## config.mk

```make
export PLATFORM = sky130hd
export DESIGN_NAME = fbs_host
export DESIGN_NICKNAME = d
export VERILOG_FILES = /design/src/verilog/fbs_pkg.sv /design/src/verilog/fbs_host.sv /design/src/verilog/fbs_bus_cycle.sv
export VERILOG_INCLUDE_DIRS = /design/src /design/src/verilog
export SDC_FILE = /design/constraint.sdc
export NUM_CORES = 1
export LEC_CHECK = 0
export ABC_AREA = 1
export BUFFER_PORTS_ARGS = -buffer_cell sky130_fd_sc_hd__buf_4
export CORE_ASPECT_RATIO = 0.75
export CORE_MARGIN = 1.5
export CORE_UTILIZATION = 60
export DETAILED_ROUTE_END_ITERATION = 8
export GPL_TIMING_DRIVEN = 1
export PLACE_DENSITY_LB_ADDON = 0.15
export REMOVE_ABC_BUFFERS = 1
export SYNTH_ARGS = -nofsm -noshare
export SYNTH_HDL_FRONTEND = slang
export SYNTH_SLANG_ARGS = --single-unit
```

## constraint.sdc

```tcl
create_clock -name i_sys_clk -period 9.25 [get_ports i_sys_clk]
set_input_delay 0 -clock i_sys_clk [delete_from_list [all_inputs] [get_ports i_sys_clk]]
set_output_delay 0 -clock i_sys_clk [all_outputs]
set_load 0.05 [all_outputs]
```

## src/verilog/fbs_defines.svh

```systemverilog
// Purpose: constants of the flash bypass/suspend host controller
// Assumes: 250 MHz system clock, word-wide flash bus
// Notes:   times in ns, cycle counts derived from them
`ifndef FBS_DEFINES_SVH
`define FBS_DEFINES_SVH

`define FBS_CLK_PS 4000
// command cycle word offsets
`define FBS_OFS_UNLOCK1 12'h555
`define FBS_OFS_UNLOCK2 12'h2aa
`define FBS_OFS_W 12
// command data words
`define FBS_D_UNLOCK1 16'h00aa
`define FBS_D_UNLOCK2 16'h0055
`define FBS_D_BYP_ENTRY 16'h0020
`define FBS_D_BYP_PROG 16'h00a0
`define FBS_D_BYP_EXIT1 16'h0090
`define FBS_D_BYP_EXIT2 16'h0000
`define FBS_D_SUSPEND 16'h00b0
`define FBS_D_RESUME 16'h0030
`define FBS_D_ABORT_RST 16'h00f0
// status bit positions
`define FBS_POLL_BIT 7
`define FBS_TOGGLE_BIT 6
// accelerated use limit per sector
`define FBS_ACC_LIMIT 4'ha
// bus cycle timing, least times round up
`define FBS_T_SETUP_NS 10
`define FBS_T_STROBE_NS 40
`define FBS_T_RECOVER_NS 20
`define FBS_SETUP_CYC ((`FBS_T_SETUP_NS * 1000 + `FBS_CLK_PS - 1) / `FBS_CLK_PS)
`define FBS_STROBE_CYC ((`FBS_T_STROBE_NS * 1000 + `FBS_CLK_PS - 1) / `FBS_CLK_PS)
`define FBS_RECOVER_CYC ((`FBS_T_RECOVER_NS * 1000 + `FBS_CLK_PS - 1) / `FBS_CLK_PS)
// program suspend latency and accelerate settle time
`define FBS_T_SUSP_LAT_NS 5000
`define FBS_SUSP_LAT_CYC ((`FBS_T_SUSP_LAT_NS * 1000 + `FBS_CLK_PS - 1) / `FBS_CLK_PS)
`define FBS_T_ACC_SETTLE_NS 1000
`define FBS_ACC_SETTLE_CYC ((`FBS_T_ACC_SETTLE_NS * 1000 + `FBS_CLK_PS - 1) / `FBS_CLK_PS)
// poll attempts before the operation is declared failed
`define FBS_POLL_LIMIT 20000

`endif

```

## src/verilog/fbs_pkg.sv

```systemverilog
// Purpose: types of the flash bypass/suspend host controller
// Assumes: nothing beyond the defines header
// Notes:   command codes are internal to this controller
package fbs_pkg;
   typedef enum logic [2:0] {
      FBS_CMD_READ,
      FBS_CMD_BYP_ENTRY,
      FBS_CMD_BYP_PROGRAM,
      FBS_CMD_BYP_EXIT,
      FBS_CMD_SUSPEND,
      FBS_CMD_RESUME,
      FBS_CMD_ABORT_RESET,
      FBS_CMD_ACC_PROGRAM
   } fbs_cmd_type;
endpackage

```

## src/verilog/fbs_host.sv

```systemverilog
// Purpose: host sequencer for unlock bypass, program suspend/resume,
//          accelerated program and write status polling of a NOR flash
// Assumes: flash pins sampled synchronously; one command at a time
// Notes:   completion is found by toggle bit, then a fresh full-word read
// Function
// - suspend is one write of 00B0h to an address in the bank
// - resume is one write of 0030h; programming then continues
// - accelerated program used at most 10 times on any sector
// - abort reset inside bypass uses the full three-cycle sequence
// - sectors unlocked before high voltage; high voltage only for acceleration
// - bypass entry: AAh at 555h, 55h at 2AAh, 20h at 555h
// - bypass program: A0h anywhere, then data at target address
// - bypass exit: 90h with bank address, then 00h anywhere
// - polling bit may lead; full word taken on a following read
`timescale 1ns/100ps
`default_nettype none
`include "fbs_defines.svh"

module fbs_host #(
   parameter int ADDR_W = 24,
   parameter int SECT_W = 4,
   parameter int POLL_LIMIT = `FBS_POLL_LIMIT
) (
   input wire logic i_sys_clk,                 // system clock
   input wire logic i_sys_rst,                 // async reset, high
   input wire logic i_cmd_valid,               // command request
   input wire fbs_pkg::fbs_cmd_type i_cmd,     // command code
   input wire logic [ADDR_W-1:0] i_addr,       // target or bank address
   input wire logic [15:0] i_wdata,            // program data
   input wire logic i_sectors_unlocked,        // user vouches sectors unlocked
   output logic o_cmd_ready,                   // idle, takes a command
   output logic o_done,                        // command finished, pulse
   output logic o_error,                       // refused or failed, with done
   output logic [15:0] o_rdata,                // last read word
   output logic o_in_bypass,                   // device in unlock bypass
   output logic o_acc_high,                    // request high voltage on accel pin
   output logic [ADDR_W-1:0] o_flash_addr,     // flash address pins
   output logic [15:0] o_flash_dq_out,         // flash data out
   output logic o_flash_dq_oe_n,               // low while driving data
   input wire logic [15:0] i_flash_dq_in,      // flash data in
   output logic o_flash_ce_n,                  // chip enable, low
   output logic o_flash_oe_n,                  // output enable, low
   output logic o_flash_we_n                   // write strobe, low
);
   import fbs_pkg::*;

   typedef enum {ST_IDLE, ST_ISSUE, ST_WAIT_WR, ST_WAIT, ST_POLL, ST_POLL_WAIT,
                 ST_FINAL, ST_FINAL_WAIT, ST_FINISH} fbs_state_type;

   localparam int NUM_SECT = 1 << SECT_W;
   localparam logic [15:0] SUSP_C = 16'(`FBS_SUSP_LAT_CYC);
   localparam logic [15:0] ACC_C = 16'(`FBS_ACC_SETTLE_CYC);

   fbs_state_type st_reg;
   fbs_cmd_type cmd_reg;
   logic [ADDR_W-1:0] addr_reg;
   logic [15:0] wdata_reg;
   logic [1:0] step_reg;
   logic [15:0] wait_reg;
   logic [31:0] poll_cnt_reg;
   logic first_reg;
   logic tog_reg;
   logic fail_reg;
   logic suspended_reg;
   logic [3:0] acc_use_reg [NUM_SECT];

   // bus cycle handshake
   logic bc_start_reg;
   logic bc_write_reg;
   logic [ADDR_W-1:0] bc_addr_reg;
   logic [15:0] bc_wdata_reg;
   logic bc_done;
   logic [15:0] bc_rdata;

   // command table lookup: address and data of the current write step
   wire [ADDR_W-1:0] base_u1 = {addr_reg[ADDR_W-1:`FBS_OFS_W], `FBS_OFS_UNLOCK1};
   wire [ADDR_W-1:0] base_u2 = {addr_reg[ADDR_W-1:`FBS_OFS_W], `FBS_OFS_UNLOCK2};
   wire [ADDR_W-1:0] base_0 = {addr_reg[ADDR_W-1:`FBS_OFS_W], `FBS_OFS_W'(0)};
   wire is_prog = (cmd_reg == FBS_CMD_BYP_PROGRAM) || (cmd_reg == FBS_CMD_ACC_PROGRAM);
   wire is_exit = (cmd_reg == FBS_CMD_BYP_EXIT);
   wire is_unlock3 = (cmd_reg == FBS_CMD_BYP_ENTRY) || (cmd_reg == FBS_CMD_ABORT_RESET);
   wire step0 = (step_reg == 2'h0);
   wire step1 = (step_reg == 2'h1);
   wire tab_last = is_unlock3 ? (step_reg == 2'h2) : (is_prog || is_exit) ? step1 : 1'b1;
   wire [15:0] u3_data = step0 ? `FBS_D_UNLOCK1 : step1 ? `FBS_D_UNLOCK2 :
      (cmd_reg == FBS_CMD_BYP_ENTRY) ? `FBS_D_BYP_ENTRY : `FBS_D_ABORT_RST;
   wire [15:0] tab_data = is_unlock3 ? u3_data : is_exit ? (step0 ? `FBS_D_BYP_EXIT1 : `FBS_D_BYP_EXIT2) :
      (cmd_reg == FBS_CMD_SUSPEND) ? `FBS_D_SUSPEND :
      (cmd_reg == FBS_CMD_RESUME) ? `FBS_D_RESUME :
      is_prog ? (step0 ? `FBS_D_BYP_PROG : wdata_reg) : 16'h0000;
   wire [ADDR_W-1:0] tab_addr = is_unlock3 ? (step1 ? base_u2 : base_u1) : is_exit ? (step0 ? addr_reg : base_0) :
      (is_prog && !step0) ? addr_reg : base_0;

   // admission of a new command; bypass gates what may be sent
   wire [SECT_W-1:0] sect_idx = i_addr[ADDR_W-1 -: SECT_W];
   wire acc_ok = i_sectors_unlocked && (acc_use_reg[sect_idx] < `FBS_ACC_LIMIT);
   wire cmd_legal = (i_cmd == FBS_CMD_BYP_ENTRY) ? ~o_in_bypass :
      (i_cmd == FBS_CMD_BYP_PROGRAM || i_cmd == FBS_CMD_BYP_EXIT) ? o_in_bypass & ~suspended_reg :
      (i_cmd == FBS_CMD_ACC_PROGRAM) ? acc_ok & ~o_in_bypass & ~suspended_reg :
      (i_cmd == FBS_CMD_SUSPEND) ? ~suspended_reg :
      (i_cmd == FBS_CMD_RESUME) ? suspended_reg : 1'b1;
   wire take = (st_reg == ST_IDLE) && i_cmd_valid;
   wire needs_poll = is_prog || (cmd_reg == FBS_CMD_RESUME);
   wire tog_now = bc_rdata[`FBS_TOGGLE_BIT];
   wire poll_over = (poll_cnt_reg >= 32'(POLL_LIMIT));
   // program still busy while polling bit shows inverse of written bit
   wire dq7_busy = is_prog && (bc_rdata[`FBS_POLL_BIT] != wdata_reg[`FBS_POLL_BIT]);

   // main sequencer
   always_ff @(posedge i_sys_clk or posedge i_sys_rst) begin
      if (i_sys_rst) begin
         st_reg <= ST_IDLE;
         cmd_reg <= FBS_CMD_READ;
         addr_reg <= '0;
         wdata_reg <= 16'h0000;
         step_reg <= 2'h0;
         wait_reg <= 16'h0000;
         poll_cnt_reg <= 32'h0000_0000;
         first_reg <= 1'b0;
         tog_reg <= 1'b0;
         fail_reg <= 1'b0;
         bc_start_reg <= 1'b0;
         bc_write_reg <= 1'b0;
         bc_addr_reg <= '0;
         bc_wdata_reg <= 16'h0000;
         o_done <= 1'b0;
         o_error <= 1'b0;
         o_rdata <= 16'h0000;
      end else begin
         bc_start_reg <= 1'b0;
         o_done <= 1'b0;
         o_error <= 1'b0;
         case (st_reg)
            ST_IDLE: if (take) begin
               cmd_reg <= i_cmd;
               addr_reg <= i_addr;
               wdata_reg <= i_wdata;
               step_reg <= 2'h0;
               fail_reg <= 1'b0;
               poll_cnt_reg <= 32'h0000_0000;
               if (!cmd_legal) begin
                  o_done <= 1'b1;
                  o_error <= 1'b1;
               end else if (i_cmd == FBS_CMD_READ) begin
                  st_reg <= ST_FINAL;
               end else if (i_cmd == FBS_CMD_ACC_PROGRAM) begin
                  // device enters bypass itself once the voltage settles
                  wait_reg <= ACC_C;
                  st_reg <= ST_WAIT;
               end else begin
                  st_reg <= ST_ISSUE;
               end
            end
            ST_ISSUE: begin
               bc_start_reg <= 1'b1;
               bc_write_reg <= 1'b1;
               bc_addr_reg <= tab_addr;
               bc_wdata_reg <= tab_data;
               st_reg <= ST_WAIT_WR;
            end
            ST_WAIT_WR: if (bc_done) begin
               step_reg <= step_reg + 2'h1;
               if (!tab_last) begin
                  st_reg <= ST_ISSUE;
               end else if (cmd_reg == FBS_CMD_SUSPEND) begin
                  wait_reg <= SUSP_C;
                  st_reg <= ST_WAIT;
               end else if (needs_poll) begin
                  first_reg <= 1'b1;
                  st_reg <= ST_POLL;
               end else begin
                  st_reg <= ST_FINISH;
               end
            end
            ST_WAIT: begin
               wait_reg <= wait_reg - 16'h0001;
               if (wait_reg == 16'h0001) begin
                  st_reg <= (cmd_reg == FBS_CMD_ACC_PROGRAM) ? ST_ISSUE : ST_FINISH;
               end
            end
            ST_POLL: begin
               // status read at the command address: the word written for programs, the given address for resume
               bc_start_reg <= 1'b1;
               bc_write_reg <= 1'b0;
               bc_addr_reg <= addr_reg;
               st_reg <= ST_POLL_WAIT;
            end
            ST_POLL_WAIT: if (bc_done) begin
               tog_reg <= tog_now;
               first_reg <= 1'b0;
               poll_cnt_reg <= poll_cnt_reg + 32'h0000_0001;
               if (!first_reg && (tog_now == tog_reg)) begin
                  // toggle stopped: done, protected, or all-protected
                  st_reg <= ST_FINAL;
               end else if (poll_over) begin
                  fail_reg <= 1'b1;
                  st_reg <= ST_FINISH;
               end else begin
                  st_reg <= ST_POLL;
               end
            end
            ST_FINAL: begin
               // fresh read: polling bit may have led the low bits
               bc_start_reg <= 1'b1;
               bc_write_reg <= 1'b0;
               bc_addr_reg <= addr_reg;
               st_reg <= ST_FINAL_WAIT;
            end
            ST_FINAL_WAIT: if (bc_done) begin
               o_rdata <= bc_rdata;
               // protected sector leaves old data: reported as failure
               if (dq7_busy || (is_prog && (bc_rdata != wdata_reg))) begin
                  fail_reg <= 1'b1;
               end
               st_reg <= ST_FINISH;
            end
            ST_FINISH: begin
               o_done <= 1'b1;
               o_error <= fail_reg;
               st_reg <= ST_IDLE;
            end
            default: st_reg <= ST_IDLE;
         endcase
      end
   end

   // mode flags: bypass survives programs until the exit pair
   always_ff @(posedge i_sys_clk or posedge i_sys_rst) begin
      if (i_sys_rst) begin
         o_in_bypass <= 1'b0;
         suspended_reg <= 1'b0;
         o_acc_high <= 1'b0;
         o_cmd_ready <= 1'b0;
      end else begin
         o_cmd_ready <= (st_reg == ST_IDLE) && !take;
         if (take && cmd_legal && (i_cmd == FBS_CMD_ACC_PROGRAM)) begin
            o_acc_high <= 1'b1;
         end else if (st_reg == ST_FINISH) begin
            o_acc_high <= 1'b0;
         end
         if (st_reg == ST_FINISH && !fail_reg) begin
            if (cmd_reg == FBS_CMD_BYP_ENTRY) begin
               o_in_bypass <= 1'b1;
            end else if (cmd_reg == FBS_CMD_BYP_EXIT) begin
               o_in_bypass <= 1'b0;
            end
         end
         if (st_reg == ST_FINISH && cmd_reg == FBS_CMD_SUSPEND) begin
            suspended_reg <= 1'b1;
         end else if (st_reg == ST_WAIT_WR && bc_done && cmd_reg == FBS_CMD_RESUME) begin
            suspended_reg <= 1'b0;
         end
      end
   end

   // per-sector count of accelerated uses
   always_ff @(posedge i_sys_clk or posedge i_sys_rst) begin
      if (i_sys_rst) begin
         for (int i = 0; i < NUM_SECT; i++) begin
            acc_use_reg[i] <= 4'h0;
         end
      end else if (take && cmd_legal && (i_cmd == FBS_CMD_ACC_PROGRAM)) begin
         acc_use_reg[sect_idx] <= acc_use_reg[sect_idx] + 4'h1;
      end
   end

   fbs_bus_cycle #(.ADDR_W(ADDR_W)) u_cycle (
      .i_sys_clk(i_sys_clk),
      .i_sys_rst(i_sys_rst),
      .i_start(bc_start_reg),
      .i_write(bc_write_reg),
      .i_addr(bc_addr_reg),
      .i_wdata(bc_wdata_reg),
      .o_done(bc_done),
      .o_rdata(bc_rdata),
      .o_flash_addr(o_flash_addr),
      .o_flash_dq_out(o_flash_dq_out),
      .o_flash_dq_oe_n(o_flash_dq_oe_n),
      .i_flash_dq_in(i_flash_dq_in),
      .o_flash_ce_n(o_flash_ce_n),
      .o_flash_oe_n(o_flash_oe_n),
      .o_flash_we_n(o_flash_we_n)
   );
endmodule // fbs_host
`default_nettype wire

```

## src/verilog/fbs_bus_cycle.sv

```systemverilog
// Purpose: one asynchronous flash bus cycle, read or write
// Assumes: flash data input synchronous to the clock
// Notes:   all pins come from flip-flops; data is driven only on writes
`timescale 1ns/100ps
`default_nettype none
`include "fbs_defines.svh"

module fbs_bus_cycle #(
   parameter int ADDR_W = 24
) (
   input wire logic i_sys_clk,               // system clock
   input wire logic i_sys_rst,               // async reset, high
   input wire logic i_start,                 // start a cycle, pulse
   input wire logic i_write,                 // 1 write, 0 read
   input wire logic [ADDR_W-1:0] i_addr,     // word address
   input wire logic [15:0] i_wdata,          // write data
   output logic o_done,                      // cycle finished, pulse
   output logic [15:0] o_rdata,              // sampled read data
   output logic [ADDR_W-1:0] o_flash_addr,   // flash address pins
   output logic [15:0] o_flash_dq_out,       // flash data out
   output logic o_flash_dq_oe_n,             // low while driving data
   input wire logic [15:0] i_flash_dq_in,    // flash data in
   output logic o_flash_ce_n,                // chip enable, low
   output logic o_flash_oe_n,                // output enable, low
   output logic o_flash_we_n                 // write strobe, low
);
   typedef enum {PH_IDLE, PH_SETUP, PH_STROBE, PH_RECOVER} fbs_phase_type;
   localparam logic [7:0] SETUP_C = 8'(`FBS_SETUP_CYC);
   localparam logic [7:0] STROBE_C = 8'(`FBS_STROBE_CYC);
   localparam logic [7:0] RECOVER_C = 8'(`FBS_RECOVER_CYC);

   fbs_phase_type ph_reg;
   logic [7:0] cnt_reg;
   logic wr_reg;
   wire cnt_end = (cnt_reg == 8'h01);

   // phase sequencer; strobe rises before address or data change
   always_ff @(posedge i_sys_clk or posedge i_sys_rst) begin
      if (i_sys_rst) begin
         ph_reg <= PH_IDLE;
         cnt_reg <= 8'h00;
         wr_reg <= 1'b0;
         o_done <= 1'b0;
         o_rdata <= 16'h0000;
         o_flash_addr <= '0;
         o_flash_dq_out <= 16'h0000;
         o_flash_dq_oe_n <= 1'b1;
         o_flash_ce_n <= 1'b1;
         o_flash_oe_n <= 1'b1;
         o_flash_we_n <= 1'b1;
      end else begin
         o_done <= 1'b0;
         cnt_reg <= cnt_reg - 8'h01;
         case (ph_reg)
            PH_IDLE: begin
               cnt_reg <= SETUP_C;
               if (i_start) begin
                  ph_reg <= PH_SETUP;
                  wr_reg <= i_write;
                  o_flash_addr <= i_addr;
                  o_flash_dq_out <= i_wdata;
                  o_flash_dq_oe_n <= ~i_write;
                  o_flash_ce_n <= 1'b0;
               end
            end
            PH_SETUP: if (cnt_end) begin
               ph_reg <= PH_STROBE;
               cnt_reg <= STROBE_C;
               o_flash_we_n <= ~wr_reg;
               o_flash_oe_n <= wr_reg;
            end
            PH_STROBE: if (cnt_end) begin
               // rising strobe ends the cycle; status is valid from here
               ph_reg <= PH_RECOVER;
               cnt_reg <= RECOVER_C;
               o_rdata <= i_flash_dq_in;
               o_flash_we_n <= 1'b1;
               o_flash_oe_n <= 1'b1;
            end
            PH_RECOVER: if (cnt_end) begin
               // ce high between cycles so each read is a fresh one
               ph_reg <= PH_IDLE;
               o_flash_ce_n <= 1'b1;
               o_flash_dq_oe_n <= 1'b1;
               o_done <= 1'b1;
            end
            default: ph_reg <= PH_IDLE;
         endcase
      end
   end
endmodule // fbs_bus_cycle
`default_nettype wire

```

==> results.md <==
- Status: complete, no violations
- WL/cell: 17.07 um
- WP data required: 9.73 ns
- Slew @ Worst Pin: 1.053 ns
- Drc violations: 0
- Largest net degree at the start of global routing: 153
- CTS resizes: 0
- Die Y: 137.3 um
- Crit path DAT: 3.87 ns
- RR Startpoint: st_reg[0]
- PortBufs: 127
- Core area: 23300 um^2
- Die Wd: 182.1 um
- Startpoint Class: register
- CTS Sinks: 300
- CTS tree: yes
- Max Clock Skew: 0.01404 ns
- MaxCap Viol Count: 0
- Antenna Cells: 0
- CTS root buf: clkbuf_16
- Row cnt: 48
- CTS max path bufs: 3
- H-tree depth: 1
- Syn_area_per_cell: 8.407 um^2
- Reg2reg path depth: 8
- Hold depth: 3
- GR Util met1: 45.98%
- Async SR Flop Fraction: 100.0%
- Detailed Routing Iterations Pass 1: 8
- Final setup fails: 0
- VDD IR max: 0.0001862 V
- Final WL: 37680 um
- Reg2reg setup slack: 5.86 ns
- Count leader, synth: nand2_1
- Storage element area: 7512 um^2
- Final instance area: 17240 um^2
- Number of flip-flops in the largest register: 64
- Crit Path Class: register to register
- Initial antenna violation count: 0
- Worst Hold Launch: i_addr[21]
- Synth cell count leaders: 520 x nand2_1, 296 x dfrtp_1, 180 x inv_1, 124 x nor2_1, 122 x o21ai_0
- Gr ovfl total: 0
- Hold crit path type: primary input to register
- HPWL after detailed placement: 25220 um
- Register area share after synthesis: 52.04%
- Fmax: 294.6 MHz
- Vias per inst: 5.683
- Global routing usage on met3: 5.868%
- GR Util met2: 45.23%
- NumNets Final: 1961
- LEAKAGE: 8.408 nW
- Total power: 5.079 mW
- R2R Path End: bc_addr_reg[7]
- Area contributors post-synth: dfrtp_1 51%, nand2_1 14%, inv_1 4.7%, o21ai_0 4.2%, nor2_1 3.2%
- Multi-input gate area: 5936 um^2
- Fin crit period: 3.394 ns
- Die ar.: 25010 um^2
- Fin. max-slew vios: 0
- Yosys top cell area share: 51.31%
- Clk_lat worst skew: 0.56 ns
- Fillcell total: 1731
- Post-synth top flop: dfrtp_1
- Vias: 12540
- CTS buffer count: 30
- Final period utilization: 36.70%
- Worst Hold End: addr_reg[21]
- Post-DRT Antenna Nets: 0
- # hold bufs at CTS: 59
- Yosys top cell by area: dfrtp_1
- Layout cells sized above 1: 14.37%
- P per Cell Area: 294.7 nW/um^2
- P&R area growth vs syn: 19.42%
- First DRT Iteration DRCs: 1166
- Clock-pin slew on the worst setup and hold paths: 0.06 ns
- GP Congestion: 0.9756
- Post-synth EDFFs: 0
- Vias in the first global route: 11660
- Setup TNS: 0 ns
- Netlist cell types: 51
- Yosys reg bits: 300
- Hold Violations, Final: 0
- Max_slew headroom: 29.82%
- Synthesized area: 14440 um^2
- Crit-path max FO: 28
- Cell Count, Final, Fillers Out: 2207
- I/O pin count: 128
- Dpl cells: 2092
- First-pass GRT wire length: 60560 um
- Mapped Cells: 1717
- Initial Util: 61.95%
- RSZ-0062 raised after global routing: no
- Crit. End Element: register
- All-Layer GR Usage: 30.60%
- Area post-placement: 15560 um^2
- Setup Fix Bufs, Post-CTS: 0
- Yosys warns: 0
- GRT busiest layer: met1
==> cell type report <==
cell class	instances	area share, %
flip-flops and latches	300	43.58
repair buffers	192	9.291
clock inverters	13	0.9581
clock buffers	43	5.342
well taps	300	2.178
inverters	191	4.217
multi-input cells	1168	34.43
==> logic make-up after synthesis <==
logic type               count (synthesis)  share of synthesized area [%]
AND/OR/NAND/NOR                        843                          26.19
flip-flops                             300                          52.04
buffers and inverters                  249                          6.960
XOR/XNOR                                28                          1.751
adder cells (fa/ha/maj)                 15                          1.300
AO/OA/AOI/OAI                          261                          10.12
multiplexers                            21                          1.638
==> placed cells by master (no fill, tap or decap), types with 15 or more instances in the layout <==
master         count
a22oi_1           15
buf_4            132
mux2_2            21
xnor2_1           18
inv_1            179
nand3_4           15
dlygate4sd3_1     59
o21ai_0          122
nor3_1            26
nand2_1          519
nand3_1           49
clkbuf_16         31
a21oi_1           57
nand4_1           63
o21ai_1           31
dfrtp_1          296
ha_1              15
nor2_1           123
==> critical path, stage by stage (launching register included) <==
cell and delay, ns:
dfrtp_1 0.48, nand2_1 0.19, nor2_1 0.07, buf_4 0.21, nor2_1 0.68, clkinv_1 0.86
o21ai_0 0.55, a21oi_1 0.09, a21oi_1 0.16
==> worst max-delay path by stage <==
stage                   start             end
global route        st_reg[0]  bc_addr_reg[1]
floorplan           i_sys_rst  acc_use_reg[0]
detailed placement  st_reg[0]  bc_addr_reg[7]
finish              st_reg[0]  bc_addr_reg[7]
CTS                 st_reg[0]  bc_addr_reg[7]
global placement    st_reg[0]  bc_addr_reg[7]
==> where the power goes <==
| group | leakage, nW | internal (mW) | switching (mW) |
|---|---|---|---|
| combinational | 3.92 | 0.581 | 1.25 |
| sequential | 3.94 | 1.67 | 0.247 |
| clock | 0.548 | 0.800 | 0.523 |
| total | 8.41 | 3.06 | 2.02 |
==> routing by layer <==
metal	share of wire, %	wire (um)
met2	42	15840
met3	8.7	3288
met4	2.6	995
met1	47	17550
met5	0	0
==> stage by stage <==
step	hold slack [ns]	utilization, %	worst slack, ns
after floorplan	0.07780	-	0.9674
after global placement	0.2000	66.78	6.048
after detailed placement	0.2031	66.78	5.907
after CTS	0.02855	73.97	5.888
after global routing	0.05357	73.97	5.570
final	0.04478	73.97	5.856
Power figures use the tool's default switching activity.
